<file path="src/supervisor_pkg.sv">
// Constants, state codes and field positions for the power, reset and clock supervisor.
// Assumes one 25 MHz system clock and inputs that are already synchronous to it.
//
// Contract
// - the block tracks Active, Sleep and Deep Sleep and itself moves between them.
// - in Active every subsystem clock enable is high.
// - in Sleep the processor, flash and SRAM clocks stop, peripherals run, and a wake event returns to Active at once.
// - in Deep Sleep the high-speed clock stops, and resuming takes 35 us.
// - a mode is entered only while supply is adequate, and a brown-out forces a reset; supply is checked only on leaving reset and after Deep Sleep wake.
// - the wake-up interrupt unit restarts the processor from Deep Sleep.
// - clock source changes are glitch-free and pass through a gated gap.
// - the main oscillator starts at 24 MHz and is selectable from 24 to 48 MHz in 4 MHz steps.
// - eight 16-bit peripheral clock dividers run from the high-speed clock, two of them fractional.
// - the watchdog counts low-frequency oscillator ticks, also in Deep Sleep, and forces a reset at timeout.
// - a watchdog reset is logged in the readable reset-cause register.
// - the reset-cause register survives the reset that it records.
// - several sources, software among them, reset the device and return logic to a known state.
package supervisor_pkg;

  // ****************************************
  // timing
  // ****************************************
  localparam int CLK_PERIOD_NS   = 40;
  localparam int WAKE_TIME_NS    = 35000;
  localparam int WAKE_CYCLES     = (WAKE_TIME_NS + CLK_PERIOD_NS - 1) / CLK_PERIOD_NS;
  localparam int WAKE_CNT_W      = 10;
  localparam int RST_HOLD_CYCLES = 16;
  localparam int RST_CNT_W       = 5;
  localparam int SWITCH_GAP      = 2;

  // ****************************************
  // main oscillator frequency
  // ****************************************
  localparam logic [5:0] OSC_BASE_MHZ = 6'h18;
  localparam logic [5:0] OSC_STEP_MHZ = 6'h04;
  localparam logic [5:0] OSC_MAX_MHZ  = 6'h30;
  localparam logic [2:0] OSC_SEL_MAX  = 3'h6;

  // ****************************************
  // reset cause bits
  // ****************************************
  localparam int CAUSE_W   = 5;
  localparam int CAUSE_POR = 0;
  localparam int CAUSE_BOD = 1;
  localparam int CAUSE_SW  = 2;
  localparam int CAUSE_WDT = 3;
  localparam int CAUSE_EXT = 4;
  localparam logic [CAUSE_W-1:0] CAUSE_RESET = 5'h01;

  // ****************************************
  // modes and sequencer states
  // ****************************************
  typedef enum logic [1:0] {
    MODE_ACTIVE = 2'b00,
    MODE_SLEEP  = 2'b01,
    MODE_DEEP   = 2'b10,
    MODE_RESET  = 2'b11
  } mode_type;

  typedef enum logic [2:0] {
    ST_RESET  = 3'b000,
    ST_ACTIVE = 3'b001,
    ST_SLEEP  = 3'b010,
    ST_DEEP   = 3'b011,
    ST_WAKE   = 3'b100
  } state_type;

  localparam logic [1:0] SRC_MAIN_OSC = 2'h0;

endpackage

</file>
<file path="src/power_mode_reset_clock_supervisor.sv">
// Power mode sequencer, reset gatherer, watchdog and clock source control.
// Assumes all inputs are synchronous to clk_i and low_freq_tick_i is a one-cycle tick.
`timescale 1ns/1ps
module power_mode_reset_clock_supervisor #(
  parameter int NUM_DIV  = 8,
  parameter int NUM_FRAC = 2,
  parameter int DIV_W    = 16,
  parameter int FRAC_W   = 5,
  parameter int WDT_W    = 16
) (
  input  wire logic                          clk_i,
  input  wire logic                          rstn_i,
  input  wire logic                          ce_i,
  input  wire logic                          supply_ok_i,
  input  wire logic                          brownout_i,
  input  wire logic                          external_reset_n_i,
  input  wire logic                          sw_reset_req_i,
  input  wire logic                          sleep_req_i,
  input  wire logic                          deep_sleep_req_i,
  input  wire logic                          wake_event_i,
  input  wire logic                          low_freq_tick_i,
  input  wire logic                          wdt_enable_i,
  input  wire logic                          wdt_clear_i,
  input  wire logic [WDT_W-1:0]              wdt_limit_i,
  input  wire logic [supervisor_pkg::CAUSE_W-1:0] cause_clear_i,
  input  wire logic [2:0]                    osc_sel_i,
  input  wire logic [1:0]                    clk_src_sel_i,
  input  wire logic [NUM_DIV*DIV_W-1:0]      div_value_i,
  input  wire logic [NUM_FRAC*FRAC_W-1:0]    div_frac_i,
  output logic                               sys_reset_n_o,
  output supervisor_pkg::mode_type           mode_o,
  output logic                               cpu_clk_en_o,
  output logic                               hf_clk_en_o,
  output logic                               periph_clk_en_o,
  output logic [supervisor_pkg::CAUSE_W-1:0] reset_cause_o,
  output logic [WDT_W-1:0]                   wdt_count_o,
  output logic [5:0]                         osc_freq_mhz_o,
  output logic [1:0]                         clk_src_o,
  output logic                               clk_gate_o,
  output logic [NUM_DIV-1:0]                 div_en_o
);
  import supervisor_pkg::*;

  // refuse shapes the divider and watchdog logic cannot serve
  if (NUM_FRAC > NUM_DIV || NUM_DIV < 1 || DIV_W < 2 || FRAC_W < 1 || WDT_W < 2)
  begin : g_bad_params
    $error("supervisor parameters out of range");
  end

  // ****************************************
  // reset gathering and cause register
  // ****************************************
  logic                 wdt_fire;
  logic                 rst_req;
  logic [RST_CNT_W-1:0] rst_cnt;
  logic [RST_CNT_W-1:0] next_rst_cnt;
  logic                 next_sys_reset_n;
  logic [CAUSE_W-1:0]   next_cause;
  logic [CAUSE_W-1:0]   cause_set;

  always_comb
  begin
    cause_set = '0;
    cause_set[CAUSE_BOD] = brownout_i;
    cause_set[CAUSE_SW]  = sw_reset_req_i;
    cause_set[CAUSE_WDT] = wdt_fire;
    cause_set[CAUSE_EXT] = !external_reset_n_i;
    rst_req = |cause_set;
    next_rst_cnt = rst_cnt;
    if (rst_req)
      next_rst_cnt = RST_CNT_W'(RST_HOLD_CYCLES);
    else if (rst_cnt != '0)
      next_rst_cnt = rst_cnt - 1'b1;
    next_sys_reset_n = !rst_req && (rst_cnt == '0);
    next_cause = (reset_cause_o & ~cause_clear_i) | cause_set;
  end

  always_ff @(posedge clk_i or negedge rstn_i)
  begin
    if (!rstn_i)
    begin
      rst_cnt       <= RST_CNT_W'(RST_HOLD_CYCLES);
      sys_reset_n_o <= 1'b0;
      reset_cause_o <= CAUSE_RESET;
    end
    else if (ce_i)
    begin
      rst_cnt       <= next_rst_cnt;
      sys_reset_n_o <= next_sys_reset_n;
      reset_cause_o <= next_cause;
    end
  end

  // ****************************************
  // power mode sequencer
  // ****************************************
  state_type             state;
  state_type             next_state;
  logic [WAKE_CNT_W-1:0] wake_cnt;
  logic [WAKE_CNT_W-1:0] next_wake_cnt;
  mode_type              next_mode;
  logic                  next_cpu_en;
  logic                  next_hf_en;
  logic                  next_periph_en;

  always_comb
  begin
    next_state    = state;
    next_wake_cnt = wake_cnt;
    case (state)
      ST_RESET:
        if (rst_cnt == '0 && !rst_req && supply_ok_i)
          next_state = ST_ACTIVE;
      ST_ACTIVE:
        if (deep_sleep_req_i)
          next_state = ST_DEEP;
        else if (sleep_req_i)
          next_state = ST_SLEEP;
      ST_SLEEP:
        if (wake_event_i)
          next_state = ST_ACTIVE;
      ST_DEEP:
        if (wake_event_i)
        begin
          next_state    = ST_WAKE;
          next_wake_cnt = '0;
        end
      ST_WAKE:
        if (wake_cnt == WAKE_CNT_W'(WAKE_CYCLES - 1))
        begin
          if (supply_ok_i)
            next_state = ST_ACTIVE;
        end
        else
          next_wake_cnt = wake_cnt + 1'b1;
      default:
        next_state = ST_RESET;
    endcase
    if (rst_req)
      next_state = ST_RESET;
    case (next_state)
      ST_ACTIVE: next_mode = MODE_ACTIVE;
      ST_SLEEP:  next_mode = MODE_SLEEP;
      ST_DEEP:   next_mode = MODE_DEEP;
      ST_WAKE:   next_mode = MODE_DEEP;
      default:   next_mode = MODE_RESET;
    endcase
    next_cpu_en    = (next_state == ST_ACTIVE);
    next_hf_en     = (next_state == ST_ACTIVE) || (next_state == ST_SLEEP);
    next_periph_en = next_hf_en;
  end

  always_ff @(posedge clk_i or negedge rstn_i)
  begin
    if (!rstn_i)
    begin
      state           <= ST_RESET;
      wake_cnt        <= '0;
      mode_o          <= MODE_RESET;
      cpu_clk_en_o    <= 1'b0;
      hf_clk_en_o     <= 1'b0;
      periph_clk_en_o <= 1'b0;
    end
    else if (ce_i)
    begin
      state           <= next_state;
      wake_cnt        <= next_wake_cnt;
      mode_o          <= next_mode;
      cpu_clk_en_o    <= next_cpu_en;
      hf_clk_en_o     <= next_hf_en;
      periph_clk_en_o <= next_periph_en;
    end
  end

  // ****************************************
  // watchdog
  // ****************************************
  logic [WDT_W-1:0] next_wdt;

  always_comb
  begin
    next_wdt = wdt_count_o;
    if (!sys_reset_n_o || !wdt_enable_i)
      next_wdt = '0;
    else if (wdt_clear_i && state == ST_ACTIVE)
      next_wdt = '0;
    else if (low_freq_tick_i)
      next_wdt = wdt_count_o + 1'b1;
  end

  assign wdt_fire = wdt_enable_i && sys_reset_n_o && (wdt_count_o >= wdt_limit_i);

  always_ff @(posedge clk_i or negedge rstn_i)
  begin
    if (!rstn_i)
      wdt_count_o <= '0;
    else if (ce_i)
      wdt_count_o <= next_wdt;
  end

  // ****************************************
  // oscillator select and glitch-free source switch
  // ****************************************
  logic [1:0] gap_cnt;
  logic [1:0] next_gap_cnt;
  logic [1:0] next_src;
  logic       next_gate;
  logic [5:0] next_freq;
  logic [2:0] sel_clamped;

  always_comb
  begin
    // 24 to 48 MHz in 4 MHz steps
    sel_clamped  = (osc_sel_i > OSC_SEL_MAX) ? OSC_SEL_MAX : osc_sel_i;
    next_src     = clk_src_o;
    next_gate    = clk_gate_o;
    next_freq    = osc_freq_mhz_o;
    next_gap_cnt = gap_cnt;
    // gate off, wait out the gap, then switch and gate on in the same cycle
    if (clk_gate_o)
    begin
      if (clk_src_sel_i != clk_src_o || OSC_BASE_MHZ + OSC_STEP_MHZ * 6'(sel_clamped)
          != osc_freq_mhz_o)
      begin
        next_gate    = 1'b0;
        next_gap_cnt = 2'(SWITCH_GAP);
      end
    end
    else if (gap_cnt != '0)
      next_gap_cnt = gap_cnt - 1'b1;
    else
    begin
      next_src  = clk_src_sel_i;
      next_freq = OSC_BASE_MHZ + OSC_STEP_MHZ * 6'(sel_clamped);
      next_gate = 1'b1;
    end
  end

  always_ff @(posedge clk_i or negedge rstn_i)
  begin
    if (!rstn_i)
    begin
      clk_src_o      <= SRC_MAIN_OSC;
      osc_freq_mhz_o <= OSC_BASE_MHZ;
      clk_gate_o     <= 1'b1;
      gap_cnt        <= '0;
    end
    else if (ce_i)
    begin
      clk_src_o      <= next_src;
      osc_freq_mhz_o <= next_freq;
      clk_gate_o     <= next_gate;
      gap_cnt        <= next_gap_cnt;
    end
  end

  // ****************************************
  // peripheral clock dividers
  // ****************************************
  genvar gi;
  generate
    for (gi = 0; gi < NUM_DIV; gi++)
    begin : g_div
      logic [DIV_W-1:0]  cnt;
      logic [DIV_W-1:0]  next_cnt;
      logic [FRAC_W-1:0] acc;
      logic [FRAC_W-1:0] next_acc;
      logic [FRAC_W:0]   sum;
      logic [FRAC_W-1:0] frac;
      logic              en;
      logic              next_en;

      if (gi < NUM_FRAC)
      begin : g_frac
        assign frac = div_frac_i[gi*FRAC_W +: FRAC_W];
      end
      else
      begin : g_int
        assign frac = '0;
      end

      // 16-bit, fractional carry stretches a period
      always_comb
      begin
        sum      = {1'b0, acc} + {1'b0, frac};
        next_cnt = cnt;
        next_acc = acc;
        next_en  = 1'b0;
        if (hf_clk_en_o)
        begin
          if (cnt == '0)
          begin
            next_en  = 1'b1;
            next_acc = sum[FRAC_W-1:0];
            next_cnt = div_value_i[gi*DIV_W +: DIV_W] + DIV_W'(sum[FRAC_W]);
          end
          else
            next_cnt = cnt - 1'b1;
        end
      end

      always_ff @(posedge clk_i or negedge rstn_i)
      begin
        if (!rstn_i)
        begin
          cnt <= '0;
          acc <= '0;
          en  <= 1'b0;
        end
        else if (ce_i)
        begin
          cnt <= next_cnt;
          acc <= next_acc;
          en  <= next_en;
        end
      end

      assign div_en_o[gi] = en;
    end
  endgenerate
endmodule

</file>
<file path="config.mk">
export PLATFORM = sky130hd
export DESIGN_NAME = power_mode_reset_clock_supervisor
export DESIGN_NICKNAME = d
export VERILOG_FILES = /design/src/supervisor_pkg.sv /design/src/power_mode_reset_clock_supervisor.sv
export SDC_FILE = /design/constraint.sdc
export NUM_CORES = 1
export LEC_CHECK = 0
export CORE_ASPECT_RATIO = 1.1
export CORE_MARGIN = 2
export CORE_UTILIZATION = 40
export CTS_CLUSTER_SIZE = 24
export DETAILED_ROUTE_END_ITERATION = 6
export DONT_BUFFER_PORTS = 1
export MAX_ROUTING_LAYER = met4
export PLACE_DENSITY_LB_ADDON = 0.05
export SYNTH_ARGS = -nofsm -noshare
export SYNTH_HDL_FRONTEND = slang
export SYNTH_SLANG_ARGS = --single-unit
</file>
<file path="constraint.sdc">
create_clock -name clk_i -period 3 [get_ports clk_i]
set_clock_uncertainty 0.1 [all_clocks]
set_input_delay 0.15 -clock clk_i [delete_from_list [all_inputs] [get_ports clk_i]]
set_output_delay 0.15 -clock clk_i [all_outputs]
set_load 0.02 [all_outputs]
</file>
==> key figures <==
Global route
  – Initial antenna violation count: 7
  – First-pass GRT wire length: 55.0 mm
  – Vias in the first global route: 10800
  – GRT overflow: 0
  – Largest net degree at the start of global routing: 200
  – GRT Total Usage: 0.216

Placement
  – HPWL Detailed: 23.1 mm
  – PortBufs: 0
  – Post-DP Area: 12900 um^2
  – GPL Wtd Cong: 0.839
  – Placed Cells: 1836

Pwr
  – Total power: 6.45 mW
  – Worst vdd ir: 0.314 mV
  – Power Dens Cells: 430 nW/um^2
  – Leakage power: 6.43 nW

Detailed routing
  – Routed length on met1: 15.8 mm
  – Top sig layer: met4
  – Detailed Routing Iterations Pass 1: 5
  – Total number of vias: 11200
  – Drt drc: 0
  – Met3 WL: 1.64 mm
  – Met2 WL: 15.9 mm
  – Via density: 5.50
  – Post-Route WL: 33.7 mm
  – Initial detailed-routing violation count: 712
  – Drt wl/cell: 16.6 um
  – Antenna Nets Post-Route: 0

Clock network
  – Clock Tree Root: clkbuf_16
  – Clock slew at reported path FFs: 80 ps
  – H-tree Lvls: 4
  – CTS Hold Bufs: 153
  – Clock Path Buffers: 2
  – Clock Latency Late Sink: 440 ps
  – Total CTS buffers: 17
  – CTS Sinks: 199
  – CTS tree: yes

Logic synthesis
  – Syn Std Cell Area: 12400 um^2
  – Top-count cell post-synth: dfrtp_1
  – Ys flop type: dfrtp_1
  – Async SR Flop Fraction: 1.00
  – Synth warnings: 0
  – Top cells by area, synth: dfrtp_1, o21ai_0, ha_1
  – Leading area contributor after synthesis: dfrtp_1
  – Synth Instances: 1458
  – Mean Syn Cell Area: 8.50 um^2
  – Sequential fraction of the synthesis area: 0.403
  – EDFF count, synth: 0
  – Most common library cells after synthesis: dfrtp_1, o21ai_0, a21oi_1
  – Synth cell types: 78
  – Yosys reg bits: 199
  – Post-synth top area share: 0.388

Setup path
  – Crit path DAT: 3010 ps
  – Worst Setup SP: g_div[0].acc[1]
  – Critical path class: reg -> reg
  – Maximum fanout along the worst path: 3
  – WP data required: 3220 ps
  – Critical register-to-register path startpoint: g_div[0].acc[1]
  – Worst R2R Setup Slack: 210 ps
  – Critical path endpoint: g_div[0].cnt[7]
  – Worst Setup Start Kind: flop
  – CP Capture Type: flop
  – R2r worst-path depth: 13
  – Worst reg2reg path endpoint: g_div[0].cnt[7]

Cells and area
  – Filler cells: 2977
  – Post-route insts no fill: 2030
  – Synthesis-to-layout area growth: 21.3%
  – Share of cells above drive strength 1: 0.0690
  – Final std cell area, no fill: 15000 um^2
  – Nets: 1827

STA
  – RSZ-0062 raised after global routing: false
  – Tcrit/Tclk final: 0.930
  – Slew Limit Fails: 0
  – Max_slew headroom: 0.267
  – Worst hold slack: -704 ps
  – Minimum clock period: 2790 ps
  – F_max: 358 MHz
  – TNS Setup: 0 ps
  – Worst slew pin tran: 1100 ps
  – Final number of setup-violating endpoints: 0
  – Final hold violation count: 199

Floorplan
  – # rows: 67
  – Die X: 172 um
  – Total die area: 32400 um^2
  – Die Y: 189 um
  – Starting Density: 0.406
  – Top Ports: 221
  – Core Region: 30500 um^2

Min path
  – Hold crit path type: in -> async

Run status
  – Status: finished, violations left
  – Failing checks: negative hold slack

Flow run
  – Max-Cap Viols: 0
[layout make-up]
type | instances | area, um^2 | share of cell area
Tap cell | 414 | 518 | 0.0345
Inverter | 84 | 315 | 0.0210
Sequential cell | 199 | 4990 | 0.332
Clock buffer | 22 | 464 | 0.0309
Antenna cell | 8 | 20.0 | 0.00133
Multi-Input combinational cell | 1099 | 6710 | 0.446
Timing Repair Buffer | 194 | 1890 | 0.126
Clock inverter | 10 | 123 | 0.00816
[worst min-delay path by stage]
stage	start	end	slack, ps	cells past startpoint
4_1_cts	rstn_i	wdt_count_o[15]	-720	0
3_3_place_gp	rstn_i	wdt_count_o[14]	-240	0
3_5_place_dp	rstn_i	wdt_count_o[15]	-240	0
5_1_grt	rstn_i	wdt_count_o[15]	-730	0
2_1_floorplan	rstn_i	clk_src_o[0]	-250	0
6_report	rstn_i	wdt_count_o[15]	-700	0
[per-layer routing]
| layer | up-vias | global-route usage |
|---|---|---|
| met5 | - | - |
| li1 | 5602 | - |
| met4 | 0 | 0.0459 |
| met1 | 5293 | 0.286 |
| met2 | 245 | 0.346 |
| met3 | 21 | 0.0393 |
[critical path: stages (launching register included)]
cell           delay (ps)
dfrtp_1               410
ha_1                  280
a21o_1                160
a21oi_2               140
nor2b_1                60
o21ai_1               120
nand2b_1              110
ha_2                  200
nand2_1               100
nor2_2                 60
nand3_1                90
xor2_1                160
dlygate4sd3_1         590
a31oi_1                90
[cells in the final DEF (no fill, tap or decap), types with 37 or more instances in the layout]
cell and instances:
dlygate4sd3_1 153, buf_4 37, dfrtp_1 192, a21oi_1 128, o21ai_0 178, nand2_1 126, nor3_1 58, ha_1 52
nor2_1 114, inv_1 84, nand3_1 57
[logic make-up (layout without fill, tap and decap cells)]
group | Yosys count | after routing | synth area share
AOI/OAI and AO/OA | 476 | 476 | 0.231
xor gates and xnor gates | 50 | 50 | 0.0353
adders and majority gates | 55 | 55 | 0.0568
buffers and inverters | 161 | 310 | 0.0584
DFF | 199 | 199 | 0.403
muxes | 8 | 8 | 0.00677
other | 1 | 10 | 0.000303
and+or+nand+nor | 508 | 508 | 0.209
[power breakdown]
part	leakage (nW)	switching [mW]	total, mW	internal, mW
logic	3.56	0.535	1.00	0.468
clock network	0.277	1.09	2.37	1.28
registers	2.59	0.215	3.08	2.86
total	6.43	1.84	6.45	4.62
[metrics by stage]
stage               worst slack, ps   util
finish                          210  0.492
global route                   15.2  0.492
CTS                            60.2  0.491
detailed placement              245  0.422
global placement                330  0.422
floorplan                       433      -
[sequential cells by signal, summed over array words and instances, names as in the netlist, 3 cells and up]
signal / cells
osc_freq_mhz_o: 4
wake_cnt: 10
reset_cause_o: 5
rst_cnt: 5
g_div.en: 8
state: 3
g_div.acc: 10
g_div.cnt: 128
wdt_count_o: 16
[what timing repair did]
item                       CTS  global route
buffers inserted             0             1
setup endpoints to repair    0             4
hold endpoints to repair   374           199
gates resized for setup      0             4
Power figures use the tool's default switching activity.
